===== config.mk =====
export PLATFORM = sky130hd
export DESIGN_NAME = cfbm_top
export DESIGN_NICKNAME = d
export VERILOG_FILES = /design/src/hdl/cfbm_pkg.sv /design/src/hdl/cfbm_alu_if.sv /design/src/hdl/cfbm_top.sv /design/src/hdl/cfbm_alu.sv
export VERILOG_INCLUDE_DIRS = /design/src /design/src/hdl
export SDC_FILE = /design/constraint.sdc
export NUM_CORES = 2
export LEC_CHECK = 0
export ABC_CLOCK_PERIOD_IN_PS = 9000
export BUFFER_PORTS_ARGS = -buffer_cell sky130_fd_sc_hd__buf_2
export CORE_MARGIN = 5
export CORE_UTILIZATION = 25
export DETAILED_ROUTE_END_ITERATION = 8
export PLACE_DENSITY = 0.5
export RECOVER_POWER = 100
export SYNTH_ARGS = -nofsm -noshare
export SYNTH_HDL_FRONTEND = slang
export SYNTH_HIERARCHICAL = 1
export SYNTH_SLANG_ARGS = --single-unit
export TNS_END_PERCENT = 5

===== constraint.sdc =====
create_clock -name clk -period 9 [get_ports clk]
set_input_delay 2.25 -clock clk [delete_from_list [all_inputs] [get_ports clk]]
set_output_delay 2.25 -clock clk [all_outputs]
set_load 0.02 [all_outputs]

===== src/hdl/cfbm_cfg.svh =====
// offsets, field positions, reset values and address limits of the
// cpu flags / bank / memory map block.
// assumes byte addressing on an 8-bit axi4-lite address.
`ifndef CFBM_CFG_SVH
`define CFBM_CFG_SVH

// ********
// register byte offsets
// ********
`define CFBM_OFF_PSW 8'h00
`define CFBM_OFF_ACC 8'h04
`define CFBM_OFF_TMP 8'h08
`define CFBM_OFF_OP 8'h0c
`define CFBM_OFF_CFG 8'h10
`define CFBM_OFF_ADR 8'h14
`define CFBM_OFF_IRQ 8'h18
`define CFBM_GPR_SEL 3'h1

// ********
// status word layout and reset
// ********
`define CFBM_PSW_RST 16'h0030
`define CFBM_BIT_H 7
`define CFBM_BIT_I 6
`define CFBM_BIT_ILH 5
`define CFBM_BIT_ILL 4
`define CFBM_BIT_N 3
`define CFBM_BIT_Z 2
`define CFBM_BIT_V 1
`define CFBM_BIT_C 0
`define CFBM_RP_MSB 15
`define CFBM_RP_LSB 8

// ********
// memory map limits
// ********
`define CFBM_PERIPH_TOP 16'h007f
`define CFBM_RAM_BASE 16'h0080
`define CFBM_RAM_TOP_S 16'h027f
`define CFBM_RAM_TOP_L 16'h047f
`define CFBM_ROM_MASK 16'he000
`define CFBM_ROM_OTP 16'hc000
`define CFBM_ROM_PIGGY 16'h8000
`define CFBM_VEC_BASE 16'hffc0

// ********
// bus answers
// ********
`define CFBM_RESP_OK 2'h0
`define CFBM_RESP_ERR 2'h2

`endif


===== src/hdl/cfbm_pkg.sv =====
// types shared by the flags block and its alu.
// assumes nothing beyond a systemverilog compiler.
`default_nettype none
package cfbm_pkg;
    // alu operations, 4-bit command code
    typedef enum logic [3:0] {
        OP_ADD  = 4'h0,
        OP_ADDC = 4'h1,
        OP_SUB  = 4'h2,
        OP_SUBC = 4'h3,
        OP_AND  = 4'h4,
        OP_OR   = 4'h5,
        OP_XOR  = 4'h6,
        OP_ROLC = 4'h7,
        OP_RORC = 4'h8,
        OP_CMP  = 4'h9
    } cfbm_op_t;

    // address decode answer
    typedef enum logic [2:0] {
        RG_PERIPH = 3'h0,
        RG_RAM    = 3'h1,
        RG_ROM    = 3'h2,
        RG_VECTOR = 3'h3,
        RG_NONE   = 3'h4
    } cfbm_region_t;
endpackage : cfbm_pkg
`default_nettype wire


===== src/hdl/cfbm_alu_if.sv =====
// carrier between the flags core and its alu.
// assumes both ends sit on the same clock; all signals combinational.
`default_nettype none
interface cfbm_alu_if;
    cfbm_pkg::cfbm_op_t op; // operation code
    logic [7:0] a; // low byte of accumulator
    logic [7:0] b; // low byte of temporary
    logic cin; // carry flag in
    logic [7:0] res; // result byte
    logic wr_res; // result goes to accumulator
    logic h, n, z, v, c; // flag values
    logic upd_h, upd_n, upd_z, upd_v, upd_c; // flag write enables

    modport core (output op, a, b, cin,
                  input res, wr_res, h, n, z, v, c,
                  input upd_h, upd_n, upd_z, upd_v, upd_c);
    modport alu (input op, a, b, cin,
                 output res, wr_res, h, n, z, v, c,
                 output upd_h, upd_n, upd_z, upd_v, upd_c);
endinterface : cfbm_alu_if
`default_nettype wire


===== src/hdl/cfbm_top.sv =====
// cpu status logic: status word, accumulator and temporary, alu
// command, register banks in ram, address decode and interrupt gate.
// assumes an axi4-lite master on the same clock, one write and one
// read under way at a time.
//
// Functional notes
// (RULE_01) half carry from bit 3 into 4
// (RULE_02) interrupt enable gates acceptance; cleared at reset
// (RULE_03) two-bit level; accept only higher priority
// (RULE_04) negative flag follows result bit 7
// (RULE_05) zero flag set on zero result
// (RULE_06) overflow flag on two's complement overflow
// (RULE_07) carry flag from carry/borrow out bit 7
// (RULE_08) shifts load carry with shifted-out bit
// (RULE_09) status word: bank pointer high, codes low
// (RULE_10) eight-register banks, sixteen on small ram
// (RULE_11) large ram allows thirty-two banks
// (RULE_12) decode peripherals and ram in 64k space
// (RULE_13) rom base depends on variant
// (RULE_14) vectors live at the top addresses
// (RULE_15) 16-bit accumulator, 8-bit ops use low byte
// (RULE_16) unnamed flags stay unchanged
//
// Chosen here: register access over AXI4-Lite and the placing of the registers.
`include "cfbm_cfg.svh"
`default_nettype none
module cfbm_top (
    input wire logic clk, // 40 mhz system clock
    input wire logic rst_n, // async reset, active low
    input wire logic [7:0] s_axi_awaddr, // write address
    input wire logic s_axi_awvalid, // write address valid
    output logic s_axi_awready, // write address ready
    input wire logic [31:0] s_axi_wdata, // write data
    input wire logic [3:0] s_axi_wstrb, // write byte enables
    input wire logic s_axi_wvalid, // write data valid
    output logic s_axi_wready, // write data ready
    output logic [1:0] s_axi_bresp, // write response
    output logic s_axi_bvalid, // write response valid
    input wire logic s_axi_bready, // write response ready
    input wire logic [7:0] s_axi_araddr, // read address
    input wire logic s_axi_arvalid, // read address valid
    output logic s_axi_arready, // read address ready
    output logic [31:0] s_axi_rdata, // read data
    output logic [1:0] s_axi_rresp, // read response
    output logic s_axi_rvalid, // read data valid
    input wire logic s_axi_rready, // read data ready
    output logic [15:0] psw_out, // current status word
    output logic irq_accept // pending request would be taken
);
    // ************************************
    // state
    // ************************************
    logic [15:0] psw_q, psw_d; // status word
    logic [15:0] acc_q, acc_d; // accumulator
    logic [15:0] tmp_q, tmp_d; // temporary
    logic [3:0] op_q; // last command code
    logic [2:0] cfg_q; // [0] large ram, [2:1] rom kind
    logic [15:0] adr_q; // address under decode
    logic [1:0] irq_q; // pending request level code
    logic [7:0] gpr_mem [0:255]; // 32 banks of 8 bytes

    logic aw_q; // write address held
    logic [7:0] awaddr_q; // held write address
    logic w_q; // write data held
    logic [31:0] wdata_q; // held write data
    logic [3:0] wstrb_q; // held byte enables
    logic bvalid_q; // write answer pending
    logic [1:0] bresp_q; // write answer code
    logic rvalid_q; // read answer pending
    logic [1:0] rresp_q; // read answer code
    logic [31:0] rdata_q; // read answer data

    cfbm_alu_if alu_bus (); // link to the alu

    // byte-lane merge for 16-bit registers
    function automatic logic [15:0] merge16(input logic [15:0] old,
                                            input logic [31:0] wd,
                                            input logic [3:0] st);
        logic [15:0] r;
        r = old;
        if (st[0]) begin
            r[7:0] = wd[7:0];
        end
        if (st[1]) begin
            r[15:8] = wd[15:8];
        end
        return r;
    endfunction : merge16

    // ************************************
    // write channel handshake
    // ************************************
    // address and data are taken in either order; commit needs both
    logic wr_fire; // both held, answer free
    assign s_axi_awready = !aw_q;
    assign s_axi_wready = !w_q;
    assign wr_fire = aw_q && w_q && !bvalid_q;

    // write decode, word aligned
    logic ws_psw, ws_acc, ws_tmp, ws_op, ws_cfg, ws_adr, ws_irq, ws_gpr;
    logic ws_hit; // mapped write
    assign ws_psw = (awaddr_q == `CFBM_OFF_PSW);
    assign ws_acc = (awaddr_q == `CFBM_OFF_ACC);
    assign ws_tmp = (awaddr_q == `CFBM_OFF_TMP);
    assign ws_op = (awaddr_q == `CFBM_OFF_OP);
    assign ws_cfg = (awaddr_q == `CFBM_OFF_CFG);
    assign ws_adr = (awaddr_q == `CFBM_OFF_ADR);
    assign ws_irq = (awaddr_q == `CFBM_OFF_IRQ);
    assign ws_gpr = (awaddr_q[7:5] == `CFBM_GPR_SEL) &&
                    (awaddr_q[1:0] == 2'h0);
    assign ws_hit = ws_psw | ws_acc | ws_tmp | ws_op | ws_cfg |
                    ws_adr | ws_irq | ws_gpr;

    // command write runs the alu in the same edge
    logic op_go; // alu command issued
    assign op_go = wr_fire && ws_op && wstrb_q[0];

    // hold address and data until commit
    always_ff @(posedge clk or negedge rst_n) begin
        if (!rst_n) begin
            aw_q <= 1'b0;
            awaddr_q <= 8'h00;
        end else if (s_axi_awvalid && !aw_q) begin
            aw_q <= 1'b1;
            awaddr_q <= s_axi_awaddr;
        end else if (wr_fire) begin
            aw_q <= 1'b0;
        end
    end

    always_ff @(posedge clk or negedge rst_n) begin
        if (!rst_n) begin
            w_q <= 1'b0;
            wdata_q <= 32'h0000_0000;
            wstrb_q <= 4'h0;
        end else if (s_axi_wvalid && !w_q) begin
            w_q <= 1'b1;
            wdata_q <= s_axi_wdata;
            wstrb_q <= s_axi_wstrb;
        end else if (wr_fire) begin
            w_q <= 1'b0;
        end
    end

    // write answer; unmapped offsets get slverr
    always_ff @(posedge clk or negedge rst_n) begin
        if (!rst_n) begin
            bvalid_q <= 1'b0;
            bresp_q <= `CFBM_RESP_OK;
        end else if (wr_fire) begin
            bvalid_q <= 1'b1;
            bresp_q <= ws_hit ? `CFBM_RESP_OK : `CFBM_RESP_ERR;
        end else if (s_axi_bready) begin
            bvalid_q <= 1'b0;
        end
    end
    assign s_axi_bvalid = bvalid_q;
    assign s_axi_bresp = bresp_q;

    // ************************************
    // alu hookup
    // ************************************
    // 8-bit ops read and write only the low bytes
    assign alu_bus.op = cfbm_pkg::cfbm_op_t'(wdata_q[3:0]);
    assign alu_bus.a = acc_q[7:0]; // RULE_15
    assign alu_bus.b = tmp_q[7:0]; // RULE_15
    assign alu_bus.cin = psw_q[`CFBM_BIT_C];

    cfbm_alu u_alu (
        .bus (alu_bus)
    );

    // ************************************
    // status word next value
    // ************************************
    // a direct write wins over a flag update in the same edge
    always_comb begin
        psw_d = psw_q;
        if (wr_fire && ws_psw) begin
            psw_d = merge16(psw_q, wdata_q, wstrb_q); // RULE_09
        end else if (op_go) begin
            if (alu_bus.upd_h) begin
                psw_d[`CFBM_BIT_H] = alu_bus.h; // RULE_01
            end
            if (alu_bus.upd_n) begin
                psw_d[`CFBM_BIT_N] = alu_bus.n; // RULE_04
            end
            if (alu_bus.upd_z) begin
                psw_d[`CFBM_BIT_Z] = alu_bus.z; // RULE_05
            end
            if (alu_bus.upd_v) begin
                psw_d[`CFBM_BIT_V] = alu_bus.v; // RULE_06
            end
            if (alu_bus.upd_c) begin
                psw_d[`CFBM_BIT_C] = alu_bus.c; // RULE_07 RULE_08
            end
        end
    end

    // accumulator: alu result lands in low byte, high byte kept
    always_comb begin
        acc_d = acc_q;
        if (wr_fire && ws_acc) begin
            acc_d = merge16(acc_q, wdata_q, wstrb_q);
        end else if (op_go && alu_bus.wr_res) begin
            acc_d = {acc_q[15:8], alu_bus.res}; // RULE_15
        end
    end
    assign tmp_d = (wr_fire && ws_tmp) ? merge16(tmp_q, wdata_q, wstrb_q)
                                        : tmp_q;

    // status reset leaves interrupts disabled, level lowest
    always_ff @(posedge clk or negedge rst_n) begin
        if (!rst_n) begin
            psw_q <= `CFBM_PSW_RST; // RULE_02
            acc_q <= 16'h0000;
            tmp_q <= 16'h0000;
        end else begin
            psw_q <= psw_d;
            acc_q <= acc_d;
            tmp_q <= tmp_d;
        end
    end
    assign psw_out = psw_q;

    // small control registers
    always_ff @(posedge clk or negedge rst_n) begin
        if (!rst_n) begin
            op_q <= 4'h0;
            cfg_q <= 3'h0;
            adr_q <= 16'h0000;
            irq_q <= 2'h3;
        end else if (wr_fire) begin
            if (op_go) begin
                op_q <= wdata_q[3:0];
            end
            if (ws_cfg && wstrb_q[0]) begin
                cfg_q <= wdata_q[2:0];
            end
            if (ws_adr) begin
                adr_q <= merge16(adr_q, wdata_q, wstrb_q);
            end
            if (ws_irq && wstrb_q[0]) begin
                irq_q <= wdata_q[1:0];
            end
        end
    end

    // ************************************
    // register banks
    // ************************************
    // small ram ignores the top pointer bit, so only 16 banks reach
    logic [4:0] bank; // active bank number
    logic [7:0] wr_gpr_at; // byte index for writes
    logic [7:0] rd_gpr_at; // byte index for reads
    assign bank = cfg_q[0] ? psw_q[`CFBM_RP_LSB+4:`CFBM_RP_LSB] // RULE_11
                           : {1'b0, psw_q[`CFBM_RP_LSB+3:`CFBM_RP_LSB]}; // RULE_10
    assign wr_gpr_at = {bank, awaddr_q[4:2]}; // RULE_10
    assign rd_gpr_at = {bank, s_axi_araddr[4:2]};

    // memory array has no reset: contents undefined until written
    always_ff @(posedge clk) begin
        if (wr_fire && ws_gpr && wstrb_q[0]) begin
            gpr_mem[wr_gpr_at] <= wdata_q[7:0];
        end
    end

    // ************************************
    // address decode
    // ************************************
    logic [15:0] ram_top; // last ram byte of variant
    logic [15:0] rom_base; // first rom byte of variant
    logic in_periph, in_ram, in_rom, in_vec; // region hits
    cfbm_pkg::cfbm_region_t region; // decode answer
    assign ram_top = cfg_q[0] ? `CFBM_RAM_TOP_L : `CFBM_RAM_TOP_S;
    assign rom_base = (cfg_q[2:1] == 2'h0) ? `CFBM_ROM_MASK : // RULE_13
                      (cfg_q[2:1] == 2'h1) ? `CFBM_ROM_OTP : `CFBM_ROM_PIGGY;
    assign in_periph = (adr_q <= `CFBM_PERIPH_TOP); // RULE_12
    assign in_ram = (adr_q >= `CFBM_RAM_BASE) && (adr_q <= ram_top); // RULE_12
    assign in_rom = (adr_q >= rom_base); // RULE_13
    assign in_vec = (adr_q >= `CFBM_VEC_BASE); // RULE_14
    assign region = in_periph ? cfbm_pkg::RG_PERIPH :
                    in_ram ? cfbm_pkg::RG_RAM :
                    in_vec ? cfbm_pkg::RG_VECTOR :
                    in_rom ? cfbm_pkg::RG_ROM : cfbm_pkg::RG_NONE;

    // ************************************
    // interrupt gate
    // ************************************
    // codes 00 and 01 are both level 1; smaller level is higher priority
    logic [1:0] cur_lvl, req_lvl; // levels 1..3
    assign cur_lvl = psw_q[`CFBM_BIT_ILH] ? {1'b1, psw_q[`CFBM_BIT_ILL]}
                                          : 2'h1; // RULE_03
    assign req_lvl = irq_q[1] ? {1'b1, irq_q[0]} : 2'h1; // RULE_03
    assign irq_accept = psw_q[`CFBM_BIT_I] && (req_lvl < cur_lvl); // RULE_02 RULE_03

    // ************************************
    // read channel
    // ************************************
    logic [31:0] rd_mux; // selected read word
    logic rd_hit; // mapped read
    logic rs_gpr; // bank register read
    assign rs_gpr = (s_axi_araddr[7:5] == `CFBM_GPR_SEL) &&
                    (s_axi_araddr[1:0] == 2'h0);
    always_comb begin
        rd_mux = 32'h0000_0000;
        rd_hit = 1'b1;
        case (s_axi_araddr)
            `CFBM_OFF_PSW: rd_mux = {16'h0000, psw_q};
            `CFBM_OFF_ACC: rd_mux = {16'h0000, acc_q};
            `CFBM_OFF_TMP: rd_mux = {16'h0000, tmp_q};
            `CFBM_OFF_OP: rd_mux = {28'h0, op_q};
            `CFBM_OFF_CFG: rd_mux = {29'h0, cfg_q};
            `CFBM_OFF_ADR: rd_mux = {13'h0, region, adr_q};
            `CFBM_OFF_IRQ: rd_mux = {29'h0, irq_accept, irq_q};
            default: begin
                if (rs_gpr) begin
                    rd_mux = {24'h0, gpr_mem[rd_gpr_at]};
                end else begin
                    rd_hit = 1'b0;
                end
            end
        endcase
    end

    // one read at a time; address taken only with no answer pending
    assign s_axi_arready = !rvalid_q;
    always_ff @(posedge clk or negedge rst_n) begin
        if (!rst_n) begin
            rvalid_q <= 1'b0;
            rresp_q <= `CFBM_RESP_OK;
            rdata_q <= 32'h0000_0000;
        end else if (s_axi_arvalid && !rvalid_q) begin
            rvalid_q <= 1'b1;
            rresp_q <= rd_hit ? `CFBM_RESP_OK : `CFBM_RESP_ERR;
            rdata_q <= rd_mux;
        end else if (s_axi_rready) begin
            rvalid_q <= 1'b0;
        end
    end
    assign s_axi_rvalid = rvalid_q;
    assign s_axi_rresp = rresp_q;
    assign s_axi_rdata = rdata_q;
endmodule : cfbm_top
`default_nettype wire


===== src/hdl/cfbm_alu.sv =====
// 8-bit alu: result byte and the flag values and enables per operation.
// assumes operands are the low bytes of the 16-bit registers.
`default_nettype none
module cfbm_alu (
    cfbm_alu_if.alu bus // operands in, result and flags out
);
    // ************************************
    // arithmetic terms
    // ************************************
    logic [8:0] sum9; // byte add with carry out
    logic [4:0] sumh; // nibble add, carry into bit 4
    logic [8:0] dif9; // byte subtract with borrow out
    logic [4:0] difh; // nibble subtract, borrow into bit 4
    logic ci; // carry used by this op
    logic is_add; // add family
    logic is_sub; // subtract family

    assign is_add = (bus.op == cfbm_pkg::OP_ADD) ||
                    (bus.op == cfbm_pkg::OP_ADDC);
    assign is_sub = (bus.op == cfbm_pkg::OP_SUB) ||
                    (bus.op == cfbm_pkg::OP_SUBC) ||
                    (bus.op == cfbm_pkg::OP_CMP);
    assign ci = ((bus.op == cfbm_pkg::OP_ADDC) ||
                 (bus.op == cfbm_pkg::OP_SUBC)) ? bus.cin : 1'b0;
    assign sum9 = {1'b0, bus.a} + {1'b0, bus.b} + {8'h00, ci};
    assign sumh = {1'b0, bus.a[3:0]} + {1'b0, bus.b[3:0]} + {4'h0, ci};
    assign dif9 = {1'b0, bus.a} - {1'b0, bus.b} - {8'h00, ci};
    assign difh = {1'b0, bus.a[3:0]} - {1'b0, bus.b[3:0]} - {4'h0, ci};

    // ************************************
    // per-operation outputs
    // ************************************
    // flags not named by an op keep their enable low
    always_comb begin
        bus.res = bus.a;
        bus.wr_res = 1'b0;
        bus.h = 1'b0;
        bus.v = 1'b0;
        bus.c = 1'b0;
        {bus.upd_h, bus.upd_n, bus.upd_z, bus.upd_v, bus.upd_c} = 5'h00; // RULE_16
        case (bus.op)
            cfbm_pkg::OP_ADD, cfbm_pkg::OP_ADDC: begin
                bus.res = sum9[7:0];
                bus.wr_res = 1'b1;
                bus.h = sumh[4]; // RULE_01
                bus.c = sum9[8]; // RULE_07
                bus.v = (bus.a[7] == bus.b[7]) && (sum9[7] != bus.a[7]); // RULE_06
                {bus.upd_h, bus.upd_n, bus.upd_z, bus.upd_v, bus.upd_c} = 5'h1f;
            end
            cfbm_pkg::OP_SUB, cfbm_pkg::OP_SUBC, cfbm_pkg::OP_CMP: begin
                bus.res = dif9[7:0];
                bus.wr_res = (bus.op != cfbm_pkg::OP_CMP); // compare keeps a
                bus.h = difh[4]; // RULE_01
                bus.c = dif9[8]; // RULE_07
                bus.v = (bus.a[7] != bus.b[7]) && (dif9[7] != bus.a[7]); // RULE_06
                {bus.upd_h, bus.upd_n, bus.upd_z, bus.upd_v, bus.upd_c} = 5'h1f;
            end
            cfbm_pkg::OP_AND, cfbm_pkg::OP_OR, cfbm_pkg::OP_XOR: begin
                // logic ops touch n, z and clear v only
                if (bus.op == cfbm_pkg::OP_AND) begin
                    bus.res = bus.a & bus.b;
                end else if (bus.op == cfbm_pkg::OP_OR) begin
                    bus.res = bus.a | bus.b;
                end else begin
                    bus.res = bus.a ^ bus.b;
                end
                bus.wr_res = 1'b1;
                {bus.upd_n, bus.upd_z, bus.upd_v} = 3'h7;
            end
            cfbm_pkg::OP_ROLC: begin
                bus.res = {bus.a[6:0], bus.cin};
                bus.wr_res = 1'b1;
                bus.c = bus.a[7]; // RULE_08
                {bus.upd_n, bus.upd_z, bus.upd_c} = 3'h7;
            end
            cfbm_pkg::OP_RORC: begin
                bus.res = {bus.cin, bus.a[7:1]};
                bus.wr_res = 1'b1;
                bus.c = bus.a[0]; // RULE_08
                {bus.upd_n, bus.upd_z, bus.upd_c} = 3'h7;
            end
            default: begin
                bus.res = bus.a; // unknown code: no effect
            end
        endcase
    end

    assign bus.n = bus.res[7]; // RULE_04
    assign bus.z = (bus.res == 8'h00); // RULE_05
endmodule : cfbm_alu
`default_nettype wire


==> results.md <==
- The number of gates given a new drive strength after cts is 0.
- Summing all flip-flop and latch instances after layout gives approximately 0.065 sq mm.
- The largest vdd supply drop is roughly 0.00028 V.
- The setup TNS after final layout is 0 ns.
- The overall die area is ~0.36 sq mm.
- The slowest stage of the critical path is the sky130_fd_sc_hd__clkbuf_1 cell.
- The region available for standard cell placement spans about 0.35 sq mm.
- The mean number of vias per cell is about 4.8.
- The combined global-route utilization of all metal layers is between 10 and 15%.
- The initial antenna violation count came to 16.
- The global placement routability congestion is 0.8450.
- The overall die width is 599.2 microns.
- The critical path endpoint category is a flop.
- CTS placed an instance of sky130_fd_sc_hd__clkbuf_16 at the clock tree root.
- The die is approximately 600 microns tall.
- The share of flip-flops with an asynchronous set or reset after synthesis is 5.709%.
- At the pin with the least slew margin, the transition time is around 5 ns.
- In the layout the commonest cells are sky130_fd_sc_hd__edfxtp_1 (2,048), sky130_fd_sc_hd__mux4_2 (507), sky130_fd_sc_hd__nor2_1 (333).
- In this run the count of I/O pins placed on the die edge is ~120.
- The H-tree depth is 4.
- After synthesis the cells add up to between 0.08 and 0.09 sq mm.
- Wires add up to between 200,000 and 300,000 microns.
- After layout, the worst setup slack is around 1.6 ns.
- Leaving out filler cells and counting taps, the final layout contains 9,365.
- TritonCTS built the clock tree.
- The pin count of the biggest net entering global routing is about 200.
- The run finished, with violations left.
- The hold violation total from the final report is 0.
- The flip-flop cell with the highest count after synthesis is sky130_fd_sc_hd__edfxtp_1.
- The path class of the tightest hold or removal check is reg2reg.
- For this run, the top clock speed supported by timing is 134.3 MHz.
- The cell family contributing the most delay on the critical path is buffers and inverters.
- The share of post-route cells with drive strength above 1 is between 20% and 30%.
- Clock-pin slew was measured on the worst setup and hold paths at ~0.060 ns.
- The total power per unit cell area is ~260 mW/mm^2.
- Along the worst path, the maximum fanout reaches 36.
- The delay of the slowest cell on the worst path is about 2.0 ns.
- Prior to clock tree synthesis, the placed netlist has a worst setup slack of ~2.5 ns.
- The register-to-register setup slack is 1.55 ns.
- Counting I/O delays and the setup requirement, the final critical path takes 7.445 ns.
- The number of max-capacitance violations reported is 35.
- Setup repair after global routing left no endpoint under its margin.
- The number of port buffers is 83.
- The final period utilization is between 80% and 90%.
- The leftover overflow at the end of global routing is 0.
- The kind of critical path is reg2reg.
- The number of enable flip-flop cells after synthesis is roughly 2,000.
- The synthesized instance count is 4,427.
- The clock tree buffer depth is 3.
- The number of setup violations in the final report is 0.
- The violation count after the first detailed-route iteration is about 4,500.
- For the worst setup path, the data arrival time is between 7 and 8 ns.
- The count of fill cells added during filler insertion is around 34,000.
- The headroom to the max-slew limit is -223.8%.
- The checks that failed: capacitance limit, slew limit.
- The number of vias in the routed layout is about 45,000.
- The tree built by TritonCTS fans out to between 2,000 and 2,500 sinks.
- The yosys synthesis warning count is 6.
- Walking the worst path, the cells encountered are clkbuf_1 > nor2_1 > nand2_1 > clkbuf_1 > nor2_1.
- Counting tap cells, the placed design contains a total of ~8,900 instances.
- The number of buffers and inverters on the critical path is 2.
- The synthesized netlist contains 87 unique library cells.
- The signed area change from the synthesized netlist to the final layout is 15.02%.
- The count of final max-slew check failures is between 1,500 and 2,000.
- Cells fill a little under 30% of the core in the end.
- Once detail routing completed, the nets flagged for antenna violations numbered 0.
- A synthesized cell averages 19.60 sq um.
- The area of combinational cells with multiple inputs is between 0.02 and 0.025 sq mm.
- Clock skew on the completed layout was measured at between 0.07 and 0.08 ns.
- The first-pass detailed-route iteration total is 8.
- STA puts the critical path data required time at around 9.4 ns.
- The overall power of the completed layout is between 0.02 and 0.03 W.
- Once the floorplan was initialized, standard cells occupied about 25% of the core.
- The final layout net count is approximately 4,700.
- The leakage power summed over all cells is roughly 31 nW.
- The routed wire length per instance is approximately 27 microns.
- The flip-flop and latch count after synthesis is between 2,000 and 2,500.
- The estimated wirelength of the detail-placed design is between 150,000 and 200,000 microns.
- The number of setup buffers added after CTS is 0.
- The DRC violation count after routing is 0.
- The post-cts hold buffer count is 0.
- The share of the Yosys chip area taken by registers is 74.45%.
- Clock tree synthesis inserted a total of 224 buffers.
- The row count is 216.
- The number of global-route vias before repair is 45,170.
- The most common cell after layout, fill and taps aside is sky130_fd_sc_hd__edfxtp_1.
- The worst setup path is launched from a flop.
- At the later pin of the worst-skew pair, clock insertion delay measures about 0.88 ns.
- The wire length of the first global-routing pass is between 300,000 and 400,000 microns.
## Yosys cell counts, types with 13 or more instances
| library cell | instances | area [sq um] |
|---|---|---|
| sky130_fd_sc_hd__a21oi_1 | 61 | 305.3 |
| sky130_fd_sc_hd__a22o_1 | 14 | 122.6 |
| sky130_fd_sc_hd__o21ai_0 | 60 | 300.3 |
| sky130_fd_sc_hd__nand2b_1 | 21 | 131.4 |
| sky130_fd_sc_hd__mux4_2 | 507 | 11420 |
| sky130_fd_sc_hd__buf_2 | 94 | 470.5 |
| sky130_fd_sc_hd__buf_4 | 45 | 337.8 |
| sky130_fd_sc_hd__a211oi_1 | 30 | 225.2 |
| sky130_fd_sc_hd__buf_1 | 16 | 60.06 |
| sky130_fd_sc_hd__nor2_1 | 337 | 1265 |
| sky130_fd_sc_hd__nand4_1 | 19 | 118.9 |
| sky130_fd_sc_hd__nor3_1 | 28 | 140.1 |
| sky130_fd_sc_hd__nand3_1 | 51 | 255.2 |
| sky130_fd_sc_hd__edfxtp_1 | 2048 | 61500 |
| sky130_fd_sc_hd__nand2_1 | 200 | 750.7 |
| sky130_fd_sc_hd__buf_6 | 13 | 146.4 |
| sky130_fd_sc_hd__o22ai_1 | 71 | 444.2 |
| sky130_fd_sc_hd__dfrtp_1 | 120 | 3003 |
| sky130_fd_sc_hd__inv_1 | 40 | 150.1 |
| sky130_fd_sc_hd__mux2i_1 | 117 | 1171 |
| sky130_fd_sc_hd__clkbuf_1 | 99 | 371.6 |
| sky130_fd_sc_hd__ha_1 | 35 | 437.9 |
| sky130_fd_sc_hd__mux2_2 | 114 | 1284 |
| sky130_fd_sc_hd__a22oi_1 | 53 | 397.9 |
| sky130_fd_sc_hd__nor2b_1 | 27 | 168.9 |
## worst reg2reg max path: cells and delay by family (launching register included)
kind                   cells  cell delay, ns
buffers and inverters      2            3.92
flip-flops                 1            1.69
AND/OR/NAND/NOR            3            1.34
## path summary, 6_finish.rpt
kind | startpoint | to | cells after the start
min reg2reg | s_axi_bresp[1] | s_axi_bresp[1] | 2
min in group asynchronous | rst_n | wdata_q[4] | 1
max reg2reg | psw_out[8] | gpr_mem[98][0] | 5
max in group asynchronous | rst_n | psw_out[9] | 2
max | psw_out[8] | gpr_mem[98][0] | 5
min | s_axi_bresp[1] | s_axi_bresp[1] | 2
## where the power goes
group	switching (W)	internal (W)	total (W)
sequential	0.000526	0.0128	0.0134
clock	0.00395	0.00529	0.00924
combinational	0.00294	0.000807	0.00375
total	0.00742	0.0189	0.0264
## logic make-up (layout without fill, tap and decap cells)
group,count (synthesis),count (layout),synth area share [%]
DFF,2172,2172,74.45
and+or+nand+nor,747,747,3.813
muxes,738,738,15.99
AOI/OAI and AO/OA,408,408,3.258
buffers and inverters,312,651,1.794
adders and majority gates,39,39,0.5969
xor gates and xnor gates,10,10,0.1009
other,1,22,0.004321
## flip-flops by register name, indices dropped and copies added (netlist names), 2 cells and up
| signal | count |
|---|---|
| tmp_q | 16 |
| wdata_q | 16 |
| irq_q | 2 |
| wstrb_q | 2 |
| awaddr_q | 8 |
| psw_out | 16 |
| s_axi_rdata | 19 |
| cfg_q | 3 |
| adr_q | 16 |
| gpr_mem | 2048 |
| op_q | 4 |
| acc_q | 16 |
## per-layer routing
| metal | vias up | wire, microns | track usage [%] |
|---|---|---|---|
| li1 | 18450 | - | - |
| met1 | 24110 | 108000 | 18.95 |
| met2 | 1669 | 119200 | 22.09 |
| met3 | 378 | 19500 | 3.254 |
| met4 | 4 | 7495 | 3.930 |
| met5 | - | 27 | 0 |
## cell type report
type                            instances  area share [%]
Tap cell                             4578           5.738
Clock inverter                        130           1.350
Antenna cell                            7         0.01755
Sequential cell                      2172           64.73
Timing Repair Buffer                  193           1.280
Clock buffer                          284           5.944
Multi-Input combinational cell       1957           20.77
Inverter                               44          0.1680
## stage by stage
step,area [sq um],hold slack [ns]
after floorplan,86840,0.4716
after global placement,92760,0.4733
after detailed placement,92760,0.4681
after CTS,100000,0.4819
after global routing,99810,0.5208
final,99820,0.4884
Power figures use the tool's default switching activity.
